--- src/adc_port_pkg.sv ---
// Constants for the dual converter parallel output port
package adc_port_pkg;
  localparam int SAMPLE_WIDTH = 14;
  localparam int LSB_POS = 0;
  localparam int MSB_POS = 13;
  localparam int PIPE_LATENCY = 8;
  localparam int LAT_CNT_WIDTH = 4;

  // Register map
  localparam logic [7:0] STATUS_OFFSET = 8'h00;
  localparam logic [7:0] MASK_OFFSET = 8'h04;
  localparam logic [7:0] CONTROL_OFFSET = 8'h08;
  localparam logic [7:0] STATE_OFFSET = 8'h0C;

  localparam int OVR_A_BIT = 0;
  localparam int OVR_B_BIT = 1;
  localparam int SAMPLE_BIT = 2;
  localparam int CTRL_GRAY_BIT = 0;
  localparam int CTRL_PD_BIT = 1;

  localparam logic [2:0] STATUS_RESET = 3'h0;
  localparam logic [2:0] MASK_RESET = 3'h0;
  localparam logic [1:0] CONTROL_RESET = 2'h0;
  localparam logic [13:0] WORD_RESET = 14'h0000;

  typedef enum logic [1:0] {
    ST_DOWN  = 2'b00,
    ST_FILL  = 2'b01,
    ST_RUN   = 2'b11
  } conv_state_t;
endpackage

--- src/sample_delay_line.sv ---
// Fixed-latency delay line for packed sample words
`timescale 1ns/1ps
module sample_delay_line #(
  parameter int WIDTH = 30,
  parameter int DEPTH = 8
) (
  // Clock and reset
  input  wire logic             clk_i,
  input  wire logic             rst_i,
  // Stream
  input  wire logic             shift_i,
  input  wire logic [WIDTH-1:0] data_i,
  output logic      [WIDTH-1:0] data_o
);
  logic [WIDTH-1:0] stage [DEPTH];

  always_ff @(posedge clk_i) begin
    if (rst_i) begin
      for (int i = 0; i < DEPTH; i++) begin
        stage[i] <= '0;
      end
    end else if (shift_i) begin
      stage[0] <= data_i;
      for (int i = 1; i < DEPTH; i++) begin
        stage[i] <= stage[i-1];
      end
    end
  end

  assign data_o = stage[DEPTH-1];
endmodule

--- src/dual_adc_output_port.sv ---
// Dual-channel converter parallel output port with Wishbone status/control
// Functional notes
// - Channel B word, bit 0 LSB, 13 MSB
// - Channel A word, same bit ordering
// - Channel B out-of-range flag tracks overrange
// - Channel A flag independent of channel B
// - One shared strobe, rising edge marks data
// - Format low two's complement unless the control Gray bit is set, high Gray
// - Output appears eight sample clocks later
// - Power-down high stops both channels
`timescale 1ns/1ps
module dual_adc_output_port (
  // System
  input  wire logic        clk_i,
  input  wire logic        rst_i,
  // Wishbone slave
  input  wire logic        cyc_i,
  input  wire logic        stb_i,
  input  wire logic        we_i,
  input  wire logic [7:0]  adr_i,
  input  wire logic [3:0]  sel_i,
  input  wire logic [31:0] dat_i,
  output logic      [31:0] dat_o,
  output logic             ack_o,
  output logic             err_o,
  // Sampling clock and raw conversion results
  input  wire logic        sample_clk_i,
  input  wire logic [13:0] chan_a_raw_i,
  input  wire logic        chan_a_ovr_raw_i,
  input  wire logic [13:0] chan_b_raw_i,
  input  wire logic        chan_b_ovr_raw_i,
  // Static pins
  input  wire logic        gray_select_i,
  input  wire logic        power_down_input_i,
  // Parallel output
  output logic      [13:0] chan_a_result_o,
  output logic             chan_a_over_range_o,
  output logic      [13:0] chan_b_result_o,
  output logic             chan_b_over_range_o,
  output logic             sample_valid_strobe_o,
  // Interrupt
  output logic             irq_o
);
  localparam int PACK_W = 2 * adc_port_pkg::SAMPLE_WIDTH + 2;

  function automatic logic [13:0] encode_word(input logic [13:0] w, input logic gray);
    logic [13:0] r;
    r = gray ? (w ^ {1'b0, w[13:1]}) : w;
    return r;
  endfunction

  // Pin synchronisers: first stage read only by second
  logic [1:0] sclk_sync;
  logic [1:0] gray_sync;
  logic [1:0] pd_sync;
  logic [13:0] a_s1, a_s2, b_s1, b_s2;
  logic [1:0] ova_sync, ovb_sync;
  logic sclk_prev;

  always_ff @(posedge clk_i) begin
    if (rst_i) begin
      sclk_sync <= 2'h0;
      gray_sync <= 2'h0;
      pd_sync   <= 2'h0;
      ova_sync  <= 2'h0;
      ovb_sync  <= 2'h0;
      a_s1      <= adc_port_pkg::WORD_RESET;
      a_s2      <= adc_port_pkg::WORD_RESET;
      b_s1      <= adc_port_pkg::WORD_RESET;
      b_s2      <= adc_port_pkg::WORD_RESET;
      sclk_prev <= 1'b0;
    end else begin
      sclk_sync <= {sclk_sync[0], sample_clk_i};
      gray_sync <= {gray_sync[0], gray_select_i};
      pd_sync   <= {pd_sync[0], power_down_input_i};
      ova_sync  <= {ova_sync[0], chan_a_ovr_raw_i};
      ovb_sync  <= {ovb_sync[0], chan_b_ovr_raw_i};
      a_s1      <= chan_a_raw_i;
      a_s2      <= a_s1;
      b_s1      <= chan_b_raw_i;
      b_s2      <= b_s1;
      sclk_prev <= sclk_sync[1];
    end
  end

  // Rising edge of sampling clock takes a sample
  logic sample_tick;
  assign sample_tick = sclk_sync[1] & ~sclk_prev;

  // Control register
  logic [1:0] control;
  logic       gray_mode;
  logic       powered_down;
  assign gray_mode    = gray_sync[1] | control[adc_port_pkg::CTRL_GRAY_BIT];
  assign powered_down = pd_sync[1] | control[adc_port_pkg::CTRL_PD_BIT];

  logic run_tick;
  assign run_tick = sample_tick & ~powered_down;

  // Both channels travel packed so they stay aligned
  logic [PACK_W-1:0] pack_in;
  logic [PACK_W-1:0] pack_out;
  assign pack_in = {ova_sync[1], a_s2, ovb_sync[1], b_s2};

  sample_delay_line #(
    .WIDTH (PACK_W),
    .DEPTH (adc_port_pkg::PIPE_LATENCY)
  ) u_delay (
    .clk_i   (clk_i),
    .rst_i   (rst_i),
    .shift_i (run_tick),
    .data_i  (pack_in),
    .data_o  (pack_out)
  );

  // Pipeline fill tracking; strobe only once real data emerges
  adc_port_pkg::conv_state_t state;
  logic [adc_port_pkg::LAT_CNT_WIDTH-1:0] fill_cnt;

  always_ff @(posedge clk_i) begin
    if (rst_i) begin
      state    <= adc_port_pkg::ST_DOWN;
      fill_cnt <= '0;
    end else begin
      case (state)
        adc_port_pkg::ST_DOWN: begin
          fill_cnt <= '0;
          if (!powered_down) begin
            state <= adc_port_pkg::ST_FILL;
          end
        end
        adc_port_pkg::ST_FILL: begin
          if (powered_down) begin
            state <= adc_port_pkg::ST_DOWN;
          end else if (run_tick) begin
            if (fill_cnt == adc_port_pkg::LAT_CNT_WIDTH'(adc_port_pkg::PIPE_LATENCY - 1)) begin
              state <= adc_port_pkg::ST_RUN;
            end
            fill_cnt <= fill_cnt + 1'b1;
          end
        end
        adc_port_pkg::ST_RUN: begin
          if (powered_down) begin
            state <= adc_port_pkg::ST_DOWN;
          end
        end
        default: begin
          state <= adc_port_pkg::ST_DOWN;
        end
      endcase
    end
  end

  logic out_tick;
  assign out_tick = run_tick & (state == adc_port_pkg::ST_RUN);

  // Output registers updated together on each output sample
  always_ff @(posedge clk_i) begin
    if (rst_i) begin
      chan_a_result_o     <= adc_port_pkg::WORD_RESET;
      chan_b_result_o     <= adc_port_pkg::WORD_RESET;
      chan_a_over_range_o <= 1'b0;
      chan_b_over_range_o <= 1'b0;
    end else if (out_tick) begin
      chan_a_result_o     <= encode_word(pack_out[28:15], gray_mode);
      chan_a_over_range_o <= pack_out[29];
      chan_b_result_o     <= encode_word(pack_out[13:0], gray_mode);
      chan_b_over_range_o <= pack_out[14];
    end
  end

  // Strobe rises a cycle after data settles, falls half a sample later
  logic strobe_set;
  always_ff @(posedge clk_i) begin
    if (rst_i) begin
      strobe_set            <= 1'b0;
      sample_valid_strobe_o <= 1'b0;
    end else begin
      strobe_set <= out_tick;
      if (strobe_set) begin
        sample_valid_strobe_o <= 1'b1;
      end else if (!sclk_sync[1] || powered_down) begin
        sample_valid_strobe_o <= 1'b0;
      end
    end
  end

  // Wishbone slave: single-cycle ack, one cycle gap between answers
  logic       access;
  logic       hit;
  logic [2:0] status;
  logic [2:0] mask;
  logic       wr_status;
  assign access = cyc_i & stb_i & ~ack_o & ~err_o;
  assign hit = (adr_i == adc_port_pkg::STATUS_OFFSET) || (adr_i == adc_port_pkg::MASK_OFFSET)
            || (adr_i == adc_port_pkg::CONTROL_OFFSET) || (adr_i == adc_port_pkg::STATE_OFFSET);
  assign wr_status = access & we_i & sel_i[0] & (adr_i == adc_port_pkg::STATUS_OFFSET);

  always_ff @(posedge clk_i) begin
    if (rst_i) begin
      ack_o <= 1'b0;
      err_o <= 1'b0;
      dat_o <= 32'h0000_0000;
    end else begin
      ack_o <= access & hit;
      err_o <= access & ~hit;
      dat_o <= 32'h0000_0000;
      if (access && !we_i) begin
        case (adr_i)
          adc_port_pkg::STATUS_OFFSET:  dat_o <= {29'h0, status};
          adc_port_pkg::MASK_OFFSET:    dat_o <= {29'h0, mask};
          adc_port_pkg::CONTROL_OFFSET: dat_o <= {30'h0, control};
          adc_port_pkg::STATE_OFFSET:   dat_o <= {28'h0, state, pd_sync[1], gray_sync[1]};
          default:                      dat_o <= 32'h0000_0000;
        endcase
      end
    end
  end

  always_ff @(posedge clk_i) begin
    if (rst_i) begin
      mask    <= adc_port_pkg::MASK_RESET;
      control <= adc_port_pkg::CONTROL_RESET;
    end else if (access && we_i && sel_i[0]) begin
      if (adr_i == adc_port_pkg::MASK_OFFSET) begin
        mask <= dat_i[2:0];
      end
      if (adr_i == adc_port_pkg::CONTROL_OFFSET) begin
        control <= dat_i[1:0];
      end
    end
  end

  // Sticky events; a new event wins over a write-one clear
  logic [2:0] events;
  assign events = {out_tick, out_tick & pack_out[14], out_tick & pack_out[29]};

  always_ff @(posedge clk_i) begin
    if (rst_i) begin
      status <= adc_port_pkg::STATUS_RESET;
    end else begin
      status <= (status & ~(wr_status ? dat_i[2:0] : 3'h0)) | events;
    end
  end

  assign irq_o = |(status & mask);
endmodule

--- config.mk ---
export PLATFORM = sky130hd
export DESIGN_NAME = dual_adc_output_port
export DESIGN_NICKNAME = d
export VERILOG_FILES = /design/src/adc_port_pkg.sv /design/src/sample_delay_line.sv /design/src/dual_adc_output_port.sv
export SDC_FILE = /design/constraint.sdc
export NUM_CORES = 1
export LEC_CHECK = 0
export BUFFER_PORTS_ARGS = -buffer_cell sky130_fd_sc_hd__buf_4
export CAP_MARGIN = 20
export CORE_UTILIZATION = 28
export DETAILED_ROUTE_END_ITERATION = 7
export PLACE_DENSITY = 0.52
export REMOVE_ABC_BUFFERS = 1
export SKIP_CTS_REPAIR_TIMING = 1
export SYNTH_ARGS = -nofsm -noshare
export SYNTH_HDL_FRONTEND = slang
export SYNTH_SLANG_ARGS = --single-unit
--- constraint.sdc ---
create_clock -name clk_i -period 9.4 [get_ports clk_i]
set_input_delay 1.88 -clock clk_i [delete_from_list [all_inputs] [get_ports clk_i]]
set_output_delay 1.88 -clock clk_i [all_outputs]
set_load 0.05 [all_outputs]
# Word level (Yosys, flattened, before mapping)
# Memory sizes are Yosys's and may differ from the RTL's.
# Index checks and enable logic that the tools add are counted.
# Widths: inputs -> output; s select.
word_totals:
  in_bits: 82
  n_memories: 1
  output_inout_bits: 66
  reg_bits: 147
  mem_bits_rw: 240
  wordCells: 120
classes:
  eq_ne: 12
  reduce_logical: 19
  n_addsub: 1
  bitwise_logic: 35
  n_mux: 28
mem_list:
  columns: ["memory", "depth", "width", "rd", "rd_ports_with_merged_regs", "wr", "line_no", "rtl"]
  rows:
  - ["u_delay.stage", 8, 30, 8, 0, 8, "sample_delay_line.sv:15", "logic [WIDTH-1:0] stage [DEPTH];"]
op_table:
  columns: ["cell", "count"]
  rows:
  - ["$mux 30", 8]
  - ["$mux 14", 2]
  - ["$xor 14x13->14", 2]
  - ["$eq 8x4->1 const B", 2]
  - ["$pmux 4 s4", 1]
  - ["$and 1x1->1", 13]
  - ["$mux 2", 5]
  - ["$or 1x1->1", 10]
  - ["$eq 8x3->1 const B", 1]
  - ["$logic_not 8->1", 1]
  - ["$mux 4", 2]
  - ["$ne 2x2->1 const B", 4]
  - ["$pmux 4 s2", 1]
  - ["$mux 1", 7]
  - ["$and 3x3->3", 2]
  - ["$ne 3x3->1 const B", 2]
  - ["$not 1->1", 6]
  - ["$pmux 2 s3", 1]
  - ["$add 4x1->4 const B", 1]
  - ["$eq 4x3->1 const B", 1]
  - ["$logic_or 1x1->1", 4]
  - ["$reduce_and 2->1", 2]
  - ["$reduce_and 4->1", 1]
  - ["$reduce_bool 2->1", 2]
  - ["11 further kinds", 14]

# Longest topological paths before layout
# Gate-level depths: netlist (run 1).
depth:
  depth_word: 10
  ltp_mapped: 7

# Modules after synthesis
# From an unflattened synthesis (run 1), not the netlist that was laid out.
hier_totals:
  hier_cells: 1002
  area_unflattened_um2: 14282.4
by_module_without_submodules:
  columns: ["mod", "cells_per_inst", "seq_area_each_um2", "instances", "area_per_inst_um2"]
  rows:
  - ["sample_delay_line", 557, 7206.9, 1, 9799.4]
  - ["dual_adc_output_port", 445, 2382.3, 1, 4483.0]

# Worst setup path after synthesis (run 1)
# No wires, ideal clock.
synth_timing:
  kind: "input-to-reg"
  start: "input port rst_i"
  end: "memory u_delay.stage[0][0], enable pin"
  slack_ns: 0.395
  required_time_ns: 8.756
  stages: 4
  arrival_ns: 8.361
  path_cell_list: "clkbuf_1 clkbuf_1 clkbuf_1 nand2b_1"
synth_lines:
  columns: ["element", "line_no", "rtl"]
  rows:
  - ["start: declaration", "dual_adc_output_port.sv:15", "input wire logic rst_i,"]
  - ["end: declaration", "sample_delay_line.sv:15", null]

==> results of run 1 <==
==> routing by layer <==
| metal | global-route usage | vias to the layer above | wire length (µm) |
|---|---|---|---|
| met4 | 0.0571 | 0 | 926 |
| met3 | 0.0228 | 52 | 1040 |
| met2 | 0.140 | 104 | 9330 |
| li1 | - | 3437 | - |
| met1 | 0.0860 | 2966 | 8080 |
| met5 | 0 | - | 0 |
==> state kept, by name (all words and copies together) (netlist names), 2 cells and up <==
name and cells:
fill_cnt 4, b_s1 14, pd_sync 2, control 2, sclk_sync 2, chan_b_result_o 14, dat_o 4, u_delay.stage 240
ova_sync 2, chan_a_result_o 14, gray_sync 2, mask 3, status 3, a_s1 14, state 2, b_s2 14
ovb_sync 2, a_s2 14
==> worst max-delay path by stage <==
stage                                           to  slack (ps)
3_3_place_gp   u_delay.stage[0][210]$_SDFFCE_PP0P_        4480
5_1_grt         u_delay.stage[0][78]$_SDFFCE_PN0P_        4840
2_1_floorplan    u_delay.stage[0][0]$_SDFFCE_PN0P_        1130
6_report       u_delay.stage[0][114]$_SDFFCE_PN0P_        4990
3_5_place_dp   u_delay.stage[0][225]$_SDFFCE_PP0P_        4440
4_1_cts        u_delay.stage[0][196]$_SDFFCE_PP0P_        5060
==> through the flow <==
stage	utilization	instance area (µm²)	total power, µW	std cells	setup WS [ps]
global route	0.338	15800	3540	1681	4840
finish	0.338	15800	3400	1681	4990
detailed placement	0.310	14500	1940	1604	4440
floorplan	-	13000	1910	905	1130
global placement	0.310	14500	1940	1604	4480
CTS	0.337	15800	3470	1680	5060
==> layout by cell type (no fill, tap or decap), types with 2 or more instances in the layout <==
master / instances
a2111oi_0: 2
a211oi_1: 26
a21o_1: 2
a21oi_1: 35
a2bb2oi_1: 4
a311oi_1: 2
a31oi_1: 4
and2_1: 181
and3_1: 3
buf_4: 90
clkbuf_1: 13
clkbuf_16: 44
clkbuf_8: 4
clkinv_1: 3
clkinv_2: 9
conb_1: 28
dfxtp_1: 119
edfxtp_1: 240
inv_1: 4
inv_6: 2
mux2i_1: 8
nand2_1: 10
nand2b_1: 12
nand3_1: 5
nand4b_1: 5
nor2_1: 3
nor2b_1: 130
nor3_1: 3
nor3b_1: 2
nor4_1: 3
o21ai_0: 30
or2_2: 2
or4_1: 2
xor2_1: 26
==> cell families (layout without fill, tap and decap cells) <==
| family | count (synthesis) | after routing |
|---|---|---|
| xor gates and xnor gates | 26 | 26 |
| other | 1 | 28 |
| DFF | 359 | 359 |
| buffers and inverters | 90 | 173 |
| adders and majority gates | 1 | 1 |
| and+or+nand+nor | 372 | 372 |
| muxes | 8 | 8 |
| AOI/OAI and AO/OA | 107 | 107 |
==> cell type report <==
cell class              instances  area (µm²)  share of cell area
well taps                     607         759              0.0480
clock buffers                  61        1200              0.0762
repair buffers                 93         734              0.0464
clock inverters                15        81.3             0.00514
inverters                       4        15.0            0.000949
multi-input cells             542        3430               0.217
flip-flops and latches        359        9590               0.606
==> power groups by stage <==
stage	Combinational (µW)	Sequential [µW]	Clock (µW)
6_report	127	1780	1490
5_1_grt	141	1790	1620
4_1_cts	129	1780	1560
3_5_place_dp	129	1810	0
3_3_place_gp	127	1810	0
2_1_floorplan	82.1	1820	0
==> flow_summary_export.csv, run 1 <==
group,metric,value,unit
run_status,status,"finished, violations left",
run_status,violations,"design-rule violations",
synth,yosys_warnings,0,
synth,seq_area_frac_synth,0.717,
synth,synth.area.top_cells,"edfxtp_1 (54%), dfxtp_1 (18%), and2_1 (8.5%)",
critical_path,startpoint,"rst_i",
clocking,cts_max_level,2,
synth,yosys.area.top_type_share,0.539,
synth,ys_seq_elements,359,
synth,yosys.area_share.xor_xnor,0.0170,
clocking,clock-root-buffer,"clkbuf_16",
route,avgRoutedWirePerCell,11.5,µm
finish,fillers,4611,
route,drcViolationCount,9,
sta,rsz0062_at_grt,"false",
critical_path,reg2reg_slack,6420,ps
synth,ys.flop_type,"edfxtp_1",
clocking,cts_buffers,41,
synth,muxShareOfSynthArea,0.00599,
sta,fin_setup_tns,0,ps
power,power_density,215,mW/mm²
placement,dp_hpwl,10500,µm
clocking,cts.clk_slew.worst_paths,50,ps
route,viasPerCell,3.90,
sta,drv_slew,0,
synth,yosys.area_share.simple,0.175,
synth,syn_inst,964,
synth,netlist_area,0.0134,mm²
floorplan,ios,148,
route,antenna_left,0,
critical_path,path_depth,4,
finish,finalNetCount,1124,
synth,async_flop_share,0,
critical_path,r2r-start,"control[1]$_SDFFE_PP0P_",
critical_path,crit_chain,"buf_6 > buf_4 > nand2b_4 > buf_12",
critical_path,r2r-end,"u_delay.stage[0][114]$_SDFFCE_PN0P_",
finish,drive_gt1_frac,0.149,
placement,portBuffers,87,
global_route,antenna_found_initial,0,
power,p_int,2690,µW
synth,synth_compound_area_frac,0.0485,
synth,synthAdderAreaFrac,0.000936,
global_route,overflow,0,
min_path,hold_end,"a_s2[0]$_SDFF_PP0_",
finish,syn_to_final_growth,18.3,%
power,p_comb_frac,0.037,
synth,yosys-top-cells-count,"edfxtp_1 (240), and2_1 (181), nor2b_1 (131)",
power,netSwitchingFraction,0.208,
synth,yosysMostFrequentCell,"edfxtp_1",
floorplan,dieArea,0.0486,mm²
sta,fmax,227,MHz
critical_path,reg2regPathDepth,3,
synth,synth_area_per_cell,13.9,µm²
floorplan,coreArea,0.0469,mm²
synth,synth_top_family_by_area,"simple AND/OR/NAND/NOR gates",
floorplan,num_rows,79,
clocking,clkLatencyLatePin,550,ps
floorplan,die_w,220,µm
sta,min_period_over_period,0.469,
min_path,min_from,"a_s1[0]$_SDFF_PP0_",
critical_path,cp.required,9550,ps
job,drv_cap,0,
route,drt_iter0_drc,272,
clocking,cts_sinks,359,
route,finalWirelength,19400,µm
power,p_seq_frac,0.524,
sta,fin_crit,4410,ps
min_path,min_path_type,"flop to flop",
sta,holdWs,433,ps
sta,slew_headroom,0.221,
floorplan,die_y,220,µm
critical_path,critPathMaxStageDelay,690,ps
critical_path,critPathArrivalTime,4560,ps
synth,synth_largest_area_cell,"edfxtp_1",
global_route,grt_pass1_vias,6551,
sta,worst_pin_slew,1170,ps
synth,synth_cell_types,42,
critical_path,critPathBufInv,3,
route,drt-pass1-iter-count,6,
global_route,grt_pass1_wl,31500,µm
min_path,hold_depth,1,
power,ir_worst_vdd,98.3,µV
power,leakagePower,0.00586,µW
floorplan,initial_core_util,0.285,
global_route,grt_util_all_layers,0.0815,
route,route.vias.total,6559,
clocking,cts_tree,"yes",
critical_path,cp-start-kind,"input port",
critical_path,crit_fanout,204,
finish,n_antenna_cell,0,
sta,setup_viol,0,
clocking,clock_path_buffers,3,
power,clkPwrFrac,0.439,
critical_path,critPathKind,"input port to flop",
critical_path,cp-end-kind,"flop",
synth,synth_edf_count,240,
sta,clock_skew,20.1,ps
power,p_switching,706,µW
critical_path,crit_slowest_cell,"buf_4",
placement,place.gp.congestion,0.720,
global_route,grt_max_degree,205,
critical_path,crit_family,"buffers and inverters",
sta,hold_violations,0,
Power figures use the tool's default switching activity.
==> run 2: changes to the inputs <==
--- a/config.mk
+++ b/config.mk
@@ -5,6 +5,7 @@
 export SDC_FILE = /design/constraint.sdc
 export NUM_CORES = 1
 export LEC_CHECK = 0
+export ABC_AREA = 1
 export BUFFER_PORTS_ARGS = -buffer_cell sky130_fd_sc_hd__buf_4
 export CAP_MARGIN = 20
 export CORE_UTILIZATION = 28
==> constraint.sdc (replaced) <==
create_clock -name clk_i -period 3.94 [get_ports clk_i]
set_input_delay 0.788 -clock clk_i [delete_from_list [all_inputs] [get_ports clk_i]]
set_output_delay 0.788 -clock clk_i [all_outputs]
set_load 0.05 [all_outputs]
==> run 2 against run 1 <==
Sequential share of layout area is 2.2 points lower. Largest power group unchanged. Highest routed layer unchanged. Via count is 17% higher. The flow now finishes without violations. Core utilization is 0.34 points higher. Synthesized cell count is 35% higher.
==> flow_summary_export.csv, run 2 <==
group,metric,value,unit
job,drv_cap,0,
finish,largest_register_ffs,240,
global_route,grt_max_degree,81,
route,finalWirelength,20800,µm
critical_path,crit_fanout,72,
sta,slew_headroom,0.470,
synth,synth.area.top_cells,"edfxtp_1 (52%), dfxtp_1 (17%), inv_1 (8.9%)",
finish,postLayoutCoreUtil,0.341,
critical_path,reg2reg_slack,2010,ps
clocking,cts.clk_slew.worst_paths,60,ps
run_status,status,"completed",
clocking,cts_tree,"yes",
min_path,min_path_type,"flop to flop",
synth,synth_area_per_cell,10.6,µm²
critical_path,reg2regPathDepth,6,
global_route,grt_pass1_wl,34500,µm
finish,most-common-layout-cells,"inv_1 (326), nor2_1 (315), edfxtp_1 (240), dfxtp_1 (119), buf_4 (93)",
floorplan,dieArea,0.0501,mm²
finish,final_common_cell,"inv_1",
route,drt_iter0_drc,443,
power,power_density,511,mW/mm²
route,viasPerCell,3.68,
synth,yosys-top-cells-count,"inv_1 (326), nor2_1 (315), edfxtp_1 (240)",
synth,yosys_warnings,0,
route,antenna_left,0,
synth,yosys.area.top_type_share,0.523,
synth,async_flop_share,0,
clocking,clkLatencyLatePin,540,ps
route,drcViolationCount,0,
floorplan,coreArea,0.0481,mm²
global_route,antenna_found_initial,0,
power,total_power,8390,µW
finish,n_antenna_cell,0,
placement,place.gp.congestion,0.699,
critical_path,critPathArrivalTime,2290,ps
sta,drv_slew,0,
critical_path,cp-end-kind,"flop",
finish,drive_gt1_frac,0.139,
critical_path,critPathKind,"input port to flop",
global_route,overflow,0,
floorplan,ios,148,
min_path,hold_depth,2,
synth,seq_area_frac_synth,0.695,
placement,portBuffers,87,
floorplan,num_rows,80,
critical_path,cp.required,4180,ps
synth,synth_cell_types,30,
floorplan,die_y,224,µm
synth,ys.flop_type,"edfxtp_1",
sta,rsz0062_at_grt,"false",
global_route,grt_pass1_vias,7224,
synth,ys_seq_elements,359,
finish,finalNetCount,1484,
synth,synth_largest_area_cell,"edfxtp_1",
power,leakagePower,0.00682,µW
clocking,clock-root-buffer,"clkbuf_16",
synth,synth_edf_count,240,
power,ir_worst_vdd,285,µV
sta,hold_violations,0,
floorplan,initial_core_util,0.286,
floorplan,die_w,224,µm
sta,clock_skew,10.3,ps
synth,yosysMostFrequentCell,"inv_1",
finish,syn_to_final_growth,19.0,%
sta,worst_pin_slew,796,ps
sta,setup_viol,0,
placement,dp_hpwl,11700,µm
critical_path,cp-start-kind,"input port",
clocking,cts_buffers,41,
finish,top_register,"u_delay.stage",
clocking,clock_path_buffers,3,
synth,syn_inst,1305,
route,drt-pass1-iter-count,5,
sta,fin_crit,2050,ps
route,route.vias.total,7701,
global_route,grt_util_all_layers,0.0849,
clocking,cts_max_level,2,
clocking,cts_sinks,359,
route,avgRoutedWirePerCell,9.97,µm
sta,fmax,488,MHz
synth,netlist_area,0.0138,mm²
sta,min_period_over_period,0.520,
-- run 2: layer usage --
metal / part of all wire / up-vias / track usage / wire length [µm]
li1: - / 4087 / - / -
met1: 0.45 / 3427 / 0.0998 / 9320
met2: 0.47 / 134 / 0.140 / 9700
met3: 0.054 / 53 / 0.0257 / 1120
met4: 0.034 / 0 / 0.0431 / 699
met5: 0 / - / 0 / 0
-- run 2: per-stage QoR --
step	area (µm²)	cells	hold slack (ps)	TNS [ps]	setup slack [ps]
floorplan	13400	1259	388	-700870	-2920
global placement	15000	2013	395	0	1300
detailed placement	15000	2013	393	0	1280
CTS	16400	2089	397	0	1850
global route	16400	2090	413	0	1720
finish	16400	2090	399	0	1890
-- run 2: area by class of cell --
cell class | instances | area (µm²)
fill | 4809 | 31700
inverter | 328 | 1230
clock buffer | 61 | 1280
timing repair buffer | 99 | 805
tap | 656 | 821
sequential | 359 | 9590
clock inverter | 15 | 98.8
multi-input combinational | 572 | 2590
-- run 2: path summary, 6_finish.rpt --
kind | startpoint | end
min reg2reg | a_s1[2]$_SDFF_PP0_ | a_s2[2]$_SDFF_PP0_
max reg2reg | control[1]$_SDFFE_PP0P_ | chan_b_result_o[2]$_SDFFE_PP0N_
min | a_s1[2]$_SDFF_PP0_ | a_s2[2]$_SDFF_PP0_
max | rst_i | u_delay.stage[0][31]$_SDFFCE_PN0P_
-- run 2: power breakdown --
group | leakage (µW) | internal, µW | switching [µW]
sequential | 0.00348 | 4200 | 50.4
combinational | 0.00266 | 101 | 258
clock | 0.000685 | 2310 | 1470
total | 0.00682 | 6610 | 1780
-- run 2: kinds of logic after synthesis --
logic type | after synthesis | share of synthesized area
flops | 359 | 0.695
fa+ha+maj | 1 | 0.000907
xor+xnor | 26 | 0.0165
compound gates | 72 | 0.0279
other cells | 1 | 0.000272
buf+inv | 401 | 0.125
simple gates | 445 | 0.134
-- run 2: worst max-delay path, stage by stage --
cell	delay, ps
buf_6	100
inv_2	490
nand2_4	440
buf_12	340
==> run 3: changes to the inputs <==
==> constraint.sdc (replaced) <==
create_clock -name clk_i -period 1.75 [get_ports clk_i]
set_input_delay 0.35 -clock clk_i [delete_from_list [all_inputs] [get_ports clk_i]]
set_output_delay 0.35 -clock clk_i [all_outputs]
set_load 0.05 [all_outputs]
==> run 3 against run 2 <==
Global-route usage rose by 0.33 points. Critical endpoint is now irq_o. Non-clock buffer count increased by 19. Clock power increased by 110%. Register-to-register slack lost 1800 ps. Critical path type is now flop to primary output. Total power rose by 120%. Setup slack got worse by 1800 ps. Largest cell class unchanged.
==> flow_summary_export.csv, run 3 (synthesis results as in run 2) <==
group,metric,value,unit
run_status,status,"completed",
sta,slew_headroom,0.569,
min_path,min_path_type,"input port to flop",
critical_path,cp-end-kind,"primary output",
sta,drv_slew,0,
sta,fin_setup_tns,0,ps
floorplan,die_w,224,µm
floorplan,initial_core_util,0.286,
route,route.vias.total,7861,
critical_path,cp-endpoint,"irq_o",
critical_path,crit_fanout,3,
critical_path,cp.required,1400,ps
critical_path,critPathKind,"flop to primary output",
global_route,overflow,0,
route,finalWirelength,21500,µm
power,p_comb_frac,0.047,
global_route,grt_max_degree,139,
placement,placed_area,0.0153,mm²
job,drv_cap,0,
sta,hold_violations,0,
clocking,cts.clk_slew.worst_paths,50,ps
power,power_density,1120,mW/mm²
finish,stdcell_area,0.0166,mm²
global_route,grt_pass1_vias,7615,
critical_path,reg2reg_slack,220,ps
finish,most-common-layout-cells,"inv_1 (326), nor2_1 (315), edfxtp_1 (240), dfxtp_1 (119), buf_4 (96)",
power,p_switching,3950,µW
sta,fin_crit,1620,ps
clocking,cts_tree,"yes",
floorplan,dieArea,0.0501,mm²
critical_path,cp-start-kind,"flop",
power,leakagePower,0.00690,µW
route,drt_iter0_drc,362,
global_route,grt_util_all_layers,0.0883,
critical_path,r2r-start,"sclk_sync[1]$_SDFF_PP0_",
sta,min_period_over_period,0.928,
floorplan,die_y,224,µm
power,p_int,14600,µW
placement,portBuffers,87,
finish,finalNetCount,1503,
clocking,cts_sinks,359,
route,avgRoutedWirePerCell,10.2,µm
floorplan,num_rows,80,
finish,n_antenna_cell,0,
floorplan,ios,148,
finish,final_common_cell,"inv_1",
floorplan,coreArea,0.0481,mm²
finish,postLayoutCoreUtil,0.345,
finish,top_register,"u_delay.stage",
clocking,cts_max_level,2,
power,netSwitchingFraction,0.213,
placement,dp_hpwl,12600,µm
power,ir_worst_vdd,575,µV
finish,syn_to_final_growth,20.5,%
clocking,cts_buffers,41,
clocking,clkLatencyLatePin,540,ps
route,viasPerCell,3.73,
global_route,antenna_found_initial,0,
critical_path,r2r-end,"u_delay.stage[0][79]$_SDFFCE_PN0P_",
power,clkPwrFrac,0.437,
finish,largest_register_ffs,240,
placement,place.gp.congestion,0.732,
finish,fillers,4873,
sta,clock_skew,13.3,ps
route,antenna_left,0,
clocking,clock_path_buffers,3,
critical_path,startpoint,"mask[1]$_SDFFE_PP0P_",
power,p_seq_frac,0.515,
critical_path,reg2regPathDepth,5,
global_route,grt_pass1_wl,36000,µm
clocking,clock-root-buffer,"clkbuf_16",
route,drcViolationCount,0,
sta,fmax,616,MHz
route,drt-pass1-iter-count,4,
critical_path,critPathArrivalTime,1270,ps
finish,drive_gt1_frac,0.140,
sta,worst_pin_slew,647,ps
sta,setup_viol,0,
sta,rsz0062_at_grt,"false",
[run 3: worst min path at each step]
stage / startpoint / to / slack (ps) / cells past startpoint
after floorplan: a_s1[0]$_SDFF_PP0_ / a_s2[0]$_SDFF_PP0_ / 390 / 2
after global placement: gray_sync[0]$_SDFF_PP0_ / gray_sync[1]$_SDFF_PP0_ / 400 / 2
after detailed placement: ova_sync[0]$_SDFF_PP0_ / ova_sync[1]$_SDFF_PP0_ / 390 / 2
after CTS: we_i / dat_o[3]$_SDFF_PP0_ / -40 / 2
after global routing: chan_a_raw_i[13] / a_s1[13]$_SDFF_PP0_ / 2 / 3
final: chan_a_raw_i[12] / a_s1[12]$_SDFF_PP0_ / 10 / 3
[run 3: layout make-up]
| class | count | area [µm²] | area share |
|---|---|---|---|
| Inverter | 328 | 1230 | 0.0741 |
| Clock buffer | 67 | 1220 | 0.0732 |
| Tap cell | 656 | 821 | 0.0494 |
| Clock inverter | 9 | 68.8 | 0.00414 |
| Multi-Input combinational cell | 572 | 2590 | 0.156 |
| Timing Repair Buffer | 118 | 1090 | 0.0658 |
| Sequential cell | 359 | 9590 | 0.577 |
[run 3: power groups by stage]
stage	registers [µW]	clock network (µW)	logic, µW
6_report	9570	8120	880
2_1_floorplan	9810	0	533
3_3_place_gp	9740	0	878
5_1_grt	9610	8790	1000
4_1_cts	9580	8480	895
3_5_place_dp	9750	0	891
[run 3: metrics by stage]
step | hold WS (ps) | std cells | setup WS [ps] | power, µW
finish | 13.7 | 2109 | 126 | 18600
global route | 1.95 | 2109 | 40.9 | 19400
CTS | -43.4 | 2103 | 80.9 | 18900
detailed placement | 394 | 2027 | 136 | 10600
global placement | 396 | 2027 | 206 | 10600
floorplan | 388 | 1259 | -4670 | 10300
[run 3: per-layer routing]
metal  share of wire  track usage  up-vias
li1                -            -     4115
met1            0.45        0.103     3557
met2            0.47        0.150      141
met3           0.051       0.0252       48
met4           0.029       0.0389        0
met5               0            0        -
[run 3: critical path, stage by stage, from the launching register on]
cell and delay (ps):
dfxtp_1 360, nand2_1 70, nand3_1 100, buf_4 200
